--- config.mk ---
export PLATFORM = sky130hd
export DESIGN_NAME = backlight_user_config
export DESIGN_NICKNAME = d
export VERILOG_FILES = /design/src/logic/backlight_user_config.v
export VERILOG_INCLUDE_DIRS = /design/src /design/src/logic
export SDC_FILE = /design/constraint.sdc
export NUM_CORES = 1
export LEC_CHECK = 0
export BUFFER_PORTS_ARGS = -buffer_cell sky130_fd_sc_hd__buf_2
export CORE_MARGIN = 2
export CORE_UTILIZATION = 60
export DETAILED_ROUTE_END_ITERATION = 10
export PLACE_DENSITY = 0.84
export SKIP_LAST_GASP = 1
export SYNTH_ARGS = -nofsm -noshare
export SYNTH_HDL_FRONTEND = slang
export SYNTH_SLANG_ARGS = --single-unit
--- constraint.sdc ---
create_clock -name CLK_SYS -period 100.1 [get_ports CLK_SYS]
set_input_delay 20.02 -clock CLK_SYS [delete_from_list [all_inputs] [get_ports CLK_SYS]]
set_output_delay 20.02 -clock CLK_SYS [all_outputs]
set_load 0.01 [all_outputs]
--- src/logic/backlight_cfg_defines.vh ---
// Register offsets, field positions, reset values and clock rate in MHz for the user configuration block
`ifndef BACKLIGHT_CFG_DEFINES_VH
`define BACKLIGHT_CFG_DEFINES_VH
`define ADDR_USER_CONFIGURATION_ONE 8'h04
`define ADDR_PWM_DUTY_DIAG          8'h16
`define RESET_USER_CONFIGURATION    16'h08A3
`define BIT_PSEUDO_EN               14
`define MSB_MOD_RATE                13
`define LSB_MOD_RATE                12
`define MSB_OSC_RANGE               11
`define LSB_OSC_RANGE               10
`define MSB_SOURCE                  9
`define LSB_SOURCE                  8
`define MSB_SLOPE                   7
`define LSB_SLOPE                   5
`define MSB_DITHER                  4
`define LSB_DITHER                  2
`define BIT_SMOOTH                  1
`define SOURCE_PWM_PIN              2'h0
`define SOURCE_REGISTER             2'h2
`define SLOPE_OFF                   3'h0
`define DITHER_MAX                  3'h4
`define CLK_MHZ                     250
`endif

--- src/logic/backlight_user_config.v ---
// User configuration register with derived control outputs and PWM duty measurement
`timescale 1ns/1ns
`include "backlight_cfg_defines.vh"
module backlight_user_config
#(
    parameter DUTY_WIDTH = 16
)
(
    input  wire        CLK_SYS,
    input  wire        RESETN,
    input  wire [7:0]  REG_ADDR,
    input  wire        REG_WRITE,
    input  wire        REG_READ,
    input  wire [15:0] REG_WDATA,
    output reg  [15:0] REG_RDATA,
    input  wire        PWM_IN,
    output reg         PSEUDO_RANDOM_ENABLE,
    output reg  [1:0]  SPREAD_MODULATION_RATE,
    output reg  [1:0]  BOOST_OSCILLATOR_RANGE,
    output reg         BRIGHTNESS_FROM_REGISTER,
    output reg  [2:0]  SLOPE_DURATION,
    output reg         SLOPE_ENABLE,
    output reg  [2:0]  DITHER_BITS,
    output reg         SMOOTH_TRANSITION_ENABLE,
    output reg  [1:0]  SMOOTH_FILTER_SHIFT,
    output reg  [19:0] SLOPE_TIME_MS
);

////////////////////////////////////////////////////////////////////////////
reg  [15:0]             user_configuration_one;
reg                     pwm_meta;
reg                     pwm_sync;
reg                     pwm_last;
reg  [DUTY_WIDTH-1:0]   high_count;
reg  [DUTY_WIDTH-1:0]   period_count;
reg  [DUTY_WIDTH-1:0]   duty_value;
wire                    pin_source;
wire                    period_end;
wire [2:0]              slope_code;
wire [2:0]              dither_code;
wire                    smooth_sel;

// Base slope time in milliseconds for a duration code
function [9:0] slope_ms;
    input [2:0] code;
    begin
        case (code)
            3'h1:    slope_ms = 10'h001;
            3'h2:    slope_ms = 10'h002;
            3'h3:    slope_ms = 10'h032;
            3'h4:    slope_ms = 10'h064;
            3'h5:    slope_ms = 10'h0C8;
            3'h6:    slope_ms = 10'h12C;
            3'h7:    slope_ms = 10'h1F4;
            default: slope_ms = 10'h000;
        endcase
    end
endfunction

// Duty as a fraction of full scale, saturating at the top code
// Full-width quotient: a pin high for the whole period gives one past the top
function [DUTY_WIDTH-1:0] duty_ratio;
    input [DUTY_WIDTH-1:0]   high;
    input [DUTY_WIDTH-1:0]   period;
    reg   [2*DUTY_WIDTH-1:0] quotient;
    begin
        quotient = {high, {DUTY_WIDTH{1'b0}}} / {{DUTY_WIDTH{1'b0}}, period};
        if (quotient > {{DUTY_WIDTH{1'b0}}, {DUTY_WIDTH{1'b1}}})
            duty_ratio = {DUTY_WIDTH{1'b1}};
        else
            duty_ratio = quotient[DUTY_WIDTH-1:0];
    end
endfunction

////////////////////////////////////////////////////////////////////////////
// Register write; all bits including reserved ones are stored as written
always @(posedge CLK_SYS or negedge RESETN)
begin
    if (!RESETN)
        user_configuration_one <= `RESET_USER_CONFIGURATION;
    else if (REG_WRITE && REG_ADDR == `ADDR_USER_CONFIGURATION_ONE)
        user_configuration_one <= REG_WDATA;
end

// Register read port, registered so that the output is a flip-flop
// Unmapped offsets read as zero so a host scan never sees stale data
always @(posedge CLK_SYS or negedge RESETN)
begin
    if (!RESETN)
        REG_RDATA <= 16'h0000;
    else if (REG_READ)
    begin
        case (REG_ADDR)
            `ADDR_USER_CONFIGURATION_ONE: REG_RDATA <= user_configuration_one;
            `ADDR_PWM_DUTY_DIAG:          REG_RDATA <= duty_value;
            default:                      REG_RDATA <= 16'h0000;
        endcase
    end
end

////////////////////////////////////////////////////////////////////////////
// Decoded control outputs, one cycle behind the register
// Reset image equals the decode of the reset word, so nothing jumps at release
always @(posedge CLK_SYS or negedge RESETN)
begin
    if (!RESETN)
    begin
        PSEUDO_RANDOM_ENABLE     <= 1'b0;
        SPREAD_MODULATION_RATE   <= 2'h0;
        BOOST_OSCILLATOR_RANGE   <= 2'h2;
        BRIGHTNESS_FROM_REGISTER <= 1'b0;
        SLOPE_DURATION           <= 3'h5;
        SLOPE_ENABLE             <= 1'b1;
        DITHER_BITS              <= 3'h0;
        SMOOTH_TRANSITION_ENABLE <= 1'b1;
        SMOOTH_FILTER_SHIFT      <= 2'h2;
        SLOPE_TIME_MS            <= 20'h00190;
    end
    else
    begin
        PSEUDO_RANDOM_ENABLE   <= user_configuration_one[`BIT_PSEUDO_EN];
        SPREAD_MODULATION_RATE <= user_configuration_one[`MSB_MOD_RATE:`LSB_MOD_RATE];
        BOOST_OSCILLATOR_RANGE <= user_configuration_one[`MSB_OSC_RANGE:`LSB_OSC_RANGE];
        // source select; reserved codes fall back to the pin
        BRIGHTNESS_FROM_REGISTER <=
            (user_configuration_one[`MSB_SOURCE:`LSB_SOURCE] == `SOURCE_REGISTER);
        SLOPE_DURATION <= slope_code;
        SLOPE_ENABLE   <= (slope_code != `SLOPE_OFF);
        // dither depth, codes above four clamp to four
        DITHER_BITS <= (dither_code > `DITHER_MAX) ? `DITHER_MAX : dither_code;
        SMOOTH_TRANSITION_ENABLE <= smooth_sel;
        // smooth mode doubles time and adds filtering
        // Doubling stands in for the longer smooth ramp; the shift feeds the sloper filter
        SMOOTH_FILTER_SHIFT <= smooth_sel ? 2'h2 : 2'h0;
        SLOPE_TIME_MS <= smooth_sel ?
            {9'h000, slope_ms(slope_code), 1'b0} :
            {10'h000, slope_ms(slope_code)};
    end
end

////////////////////////////////////////////////////////////////////////////
// Pin synchroniser; the first stage feeds only the second, the second and third feed logic
always @(posedge CLK_SYS or negedge RESETN)
begin
    if (!RESETN)
    begin
        pwm_meta <= 1'b0;
        pwm_sync <= 1'b0;
        pwm_last <= 1'b0;
    end
    else
    begin
        pwm_meta <= PWM_IN;
        pwm_sync <= pwm_meta;
        pwm_last <= pwm_sync;
    end
end

// Measurement runs only for source code 0; reserved codes keep it idle
assign pin_source = (user_configuration_one[`MSB_SOURCE:`LSB_SOURCE] == `SOURCE_PWM_PIN);
assign period_end = pwm_sync & ~pwm_last;

// Field views of the stored word, shared by several decoders
assign slope_code  = user_configuration_one[`MSB_SLOPE:`LSB_SLOPE];
assign dither_code = user_configuration_one[`MSB_DITHER:`LSB_DITHER];
assign smooth_sel  = user_configuration_one[`BIT_SMOOTH];

// duty measurement
// Duty = high/period scaled to 16 bits; one rising edge per period. A divide
// per period is costly but periods are long, so a simple quotient is used.
always @(posedge CLK_SYS or negedge RESETN)
begin
    if (!RESETN)
    begin
        high_count   <= {DUTY_WIDTH{1'b0}};
        period_count <= {DUTY_WIDTH{1'b0}};
        duty_value   <= {DUTY_WIDTH{1'b0}};
    end
    // Counters idle unless source code 0 selects the pin; last duty is kept
    else if (!pin_source)
    begin
        high_count   <= {DUTY_WIDTH{1'b0}};
        period_count <= {DUTY_WIDTH{1'b0}};
    end
    // Latch the ratio of the period just ended and restart both counts
    else if (period_end)
    begin
        if (period_count != {DUTY_WIDTH{1'b0}})
            duty_value <= duty_ratio(high_count, period_count);
        high_count   <= {{(DUTY_WIDTH-1){1'b0}}, 1'b1};
        period_count <= {{(DUTY_WIDTH-1){1'b0}}, 1'b1};
    end
    // Both counters stop once the period count reaches full scale so a stuck pin cannot wrap
    else if (period_count != {DUTY_WIDTH{1'b1}})
    begin
        period_count <= period_count + {{(DUTY_WIDTH-1){1'b0}}, 1'b1};
        high_count   <= high_count + {{(DUTY_WIDTH-1){1'b0}}, pwm_sync};
    end
end

endmodule

==> results.md <==
- Status: completed
- Distinct cells, synth: around 120
- Hold WS: between 0.3 and 0.4 ns
- Synth top area share: 0.158
- CTS Sinks: about 110
- Final WL: 92.9 mm
- Synth Area in Adders: 0.159
- N_diodes: 0
- Hold path start: pwm_meta
- Number of global-route vias before repair: around 30000
- CP bufs+invs: 10
- # rows: 82
- DRT Pass-1 Iters: 8
- Hold Path Cell Cnt: 0
- Synth Cell Area: about 30000 um2
- Worst Setup SP: period_count[15]
- Clock root cell: clkbuf_16
- Reg-to-Reg Start: period_count[15]
- Clk_lat worst skew: approximately 0.38 ns
- Die ar.: 52200 um2
- TritonCTS clock tree: yes
- Layout cells sized above 1: 0.0920
- Worst path top cell family by delay: compound AO/OA/AOI/OAI gates
- Sequential-to-total area share from yosys stat: 0.0892
- R2R Setup Slk: 7.56 ns
- Tmin final: 92.54 ns
- Die width: roughly 230 um
- Antenna violations before repair: 0
- Setup CP Type: flip-flop to flip-flop
- R2r worst-path depth: ~410
- Ports: between 80 and 90
- H-tree depth: 3
- Ranking of synthesized cells by area: ha_1 16%, dfrtp_1 7.8%, a21oi_1 6.2%
- Vias: about 33000
- Number of synthesized flops with an enable pin: 0
- Asr flop ratio synth: 1.00
- Actual slew at the worst max-slew pin: 1.09 ns
- Detailed Place HPWL: ~71 mm
- Nature of the critical path startpoint: flip-flop
- Post-Synth Simple-Gate Area: 0.264
- ANT nets after route: 0
- Mean Syn Cell Area: roughly 7.2 um2
- Final core occ: 0.631
- WHS Endpoint: pwm_sync
- CTS Buffer Depth: 2
- Fmax: about 0.011 GHz
- Post-route insts no fill: between 4000 and 5000
- Fin Clk Skew: approximately 0.023 ns
- Crit-path max cell delay: around 0.74 ns
- Syn. warnings: 0
- Post-synth top flop: dfrtp_1
- Compound-Gate Fraction of Synth Area: 0.319
- Top cell type by total area after synthesis: ha_1
- Mux contribution to synthesized area: 0.0511
- Initial Utilization: 0.605
- Port Buffer Count: about 70
- Reg2Reg Capture Point: duty_value[0]
- Chip Height: approximately 230 um
- Gr usage total: 0.338
- Top-count cell post-synth: nor2_1
- CP endpoint kind: flip-flop
- Vias per cell: roughly 6.7
- # nets final: 4603
- Core Area: between 40000 and 50000 um2
- Post-Syn Instances: between 4000 and 5000
- Final count of hold timing violations: 0
- Relative slew slack: 0.273
- Wire per inst: between 15 and 20 um
- Worst hold-check path type: flip-flop to flip-flop
- Initial DRC count: around 3500
- Critical path data required time: between 100 and 150 ns
- MaxCap Viol Count: 0
- GP Congestion: just over 1
- DRC viols: 0
- Period utilization: 0.924
- Global route total overflow: 0
- Largest net degree at the start of global routing: 63
- Cell mode on critical path: o21ai_0
- Largest family of logic cells by synthesized area: compound AO/OA/AOI/OAI gates
- Post-synthesis xor/xnor area fraction: 0.0765
- Number of synthesized register bits: approximately 110
- Dpl cells: ~4800
- Synth top cells by count: 459 x nor2_1, 382 x ha_1, 375 x a21oi_1
- Critical path arrival: 92.78 ns
- Layout area overhead: 4.39%
- Slowest CP cell: nor2_2
- CTS clk-pin slew, worst paths: approximately 0.10 ns
- Fin. max-slew vios: 0
- Crit-path max FO: 30
- First-pass GRT wire length: roughly 150 mm
- Setup TNS: 0 ns
- CTS buffer count: 9
- Final setup fails: 0
-- layout make-up --
type                       instances  area, um2
multi-input combinational       3802      26400
fill                            4467      18400
sequential                       107       2690
tap                              672        841
timing repair buffer             109        661
inverter                         162        608
clock buffer                       9        225
clock inverter                     7        101
-- metal layers --
| layer | track usage | wire, um | vias to the layer above |
|---|---|---|---|
| li1 | - | - | 15700 |
| met1 | 0.462 | 40100 | 15000 |
| met2 | 0.541 | 40200 | 1590 |
| met3 | 0.0484 | 9010 | 274 |
| met4 | 0.125 | 3540 | 0 |
| met5 | 0 | 0 | - |
-- kinds of logic after synthesis --
group | Yosys count
simple gates | 1573
compound gates | 1430
fa+ha+maj | 383
buf+inv | 306
xor+xnor | 263
mux | 142
flops | 107
other cells | 1
-- metrics by stage --
| stage | instance area, um2 | setup WS (ns) |
|---|---|---|
| detailed placement | 31100 | 6.66 |
| global placement | 31100 | 8.95 |
| floorplan | 30300 | 15.78 |
| finish | 31500 | 7.56 |
| CTS | 31400 | 6.23 |
| global route | 31500 | -0.134 |
-- cell usage in the layout (no fill, tap or decap), types with 41 or more instances in the layout --
| cell type | instances |
|---|---|
| mux2i_1 | 43 |
| xnor2_1 | 182 |
| a31oi_1 | 49 |
| a21oi_1 | 371 |
| a21o_1 | 165 |
| a211oi_1 | 43 |
| mux2_2 | 98 |
| ha_1 | 382 |
| buf_2 | 68 |
| dfrtp_1 | 94 |
| xor2_1 | 80 |
| nor3_1 | 103 |
| o211ai_1 | 42 |
| or3_1 | 41 |
| nand2b_1 | 115 |
| nand2_1 | 324 |
| nor2_1 | 457 |
| o21ai_0 | 249 |
| nand4_1 | 78 |
| o31ai_1 | 76 |
| nor2b_1 | 44 |
| nand3_1 | 124 |
| and2_1 | 75 |
| o21a_1 | 81 |
| inv_1 | 158 |
-- flip-flops by register name, indices dropped and copies added (netlist names) --
register	flops
period_count	16
DITHER_BITS	3
user_configuration_one	16
SLOPE_TIME_MS	10
high_count	16
PSEUDO_RANDOM_ENABLE	1
SPREAD_MODULATION_RATE	2
pwm_sync	1
SLOPE_DURATION	3
SLOPE_ENABLE	1
BRIGHTNESS_FROM_REGISTER	1
pwm_last	1
pwm_meta	1
REG_RDATA	16
duty_value	16
BOOST_OSCILLATOR_RANGE	2
SMOOTH_FILTER_SHIFT	1
-- worst register-to-register path, delay by kind of cell, from the launching register on --
kind,cells,cell delay [ns]
simple gates,125,25.78
compound gates,236,50.21
mux,11,3.59
fa+ha+maj,31,10.42
flops,1,0.52
buf+inv,10,1.92
-- what timing repair did --
| item | in CTS | in global routing |
|---|---|---|
| hold buffers | 0 | 0 |
| gates resized for setup | 0 | 17 |
| setup buffers | 0 | 7 |
| setup endpoints to repair | 0 | 2 |
-- worst max path at each step --
stage,slack (ns),endpoint,cells after the start
global placement,8.95,duty_value[0],414
finish,7.56,duty_value[0],413
floorplan,15.78,duty_value[0],437
global route,-0.13,duty_value[0],414
CTS,6.23,duty_value[0],413
detailed placement,6.66,duty_value[0],413
Power is left out: the tool's default activity adds up to more than one toggle a clock period on the data nets, which glitch-free logic cannot reach.
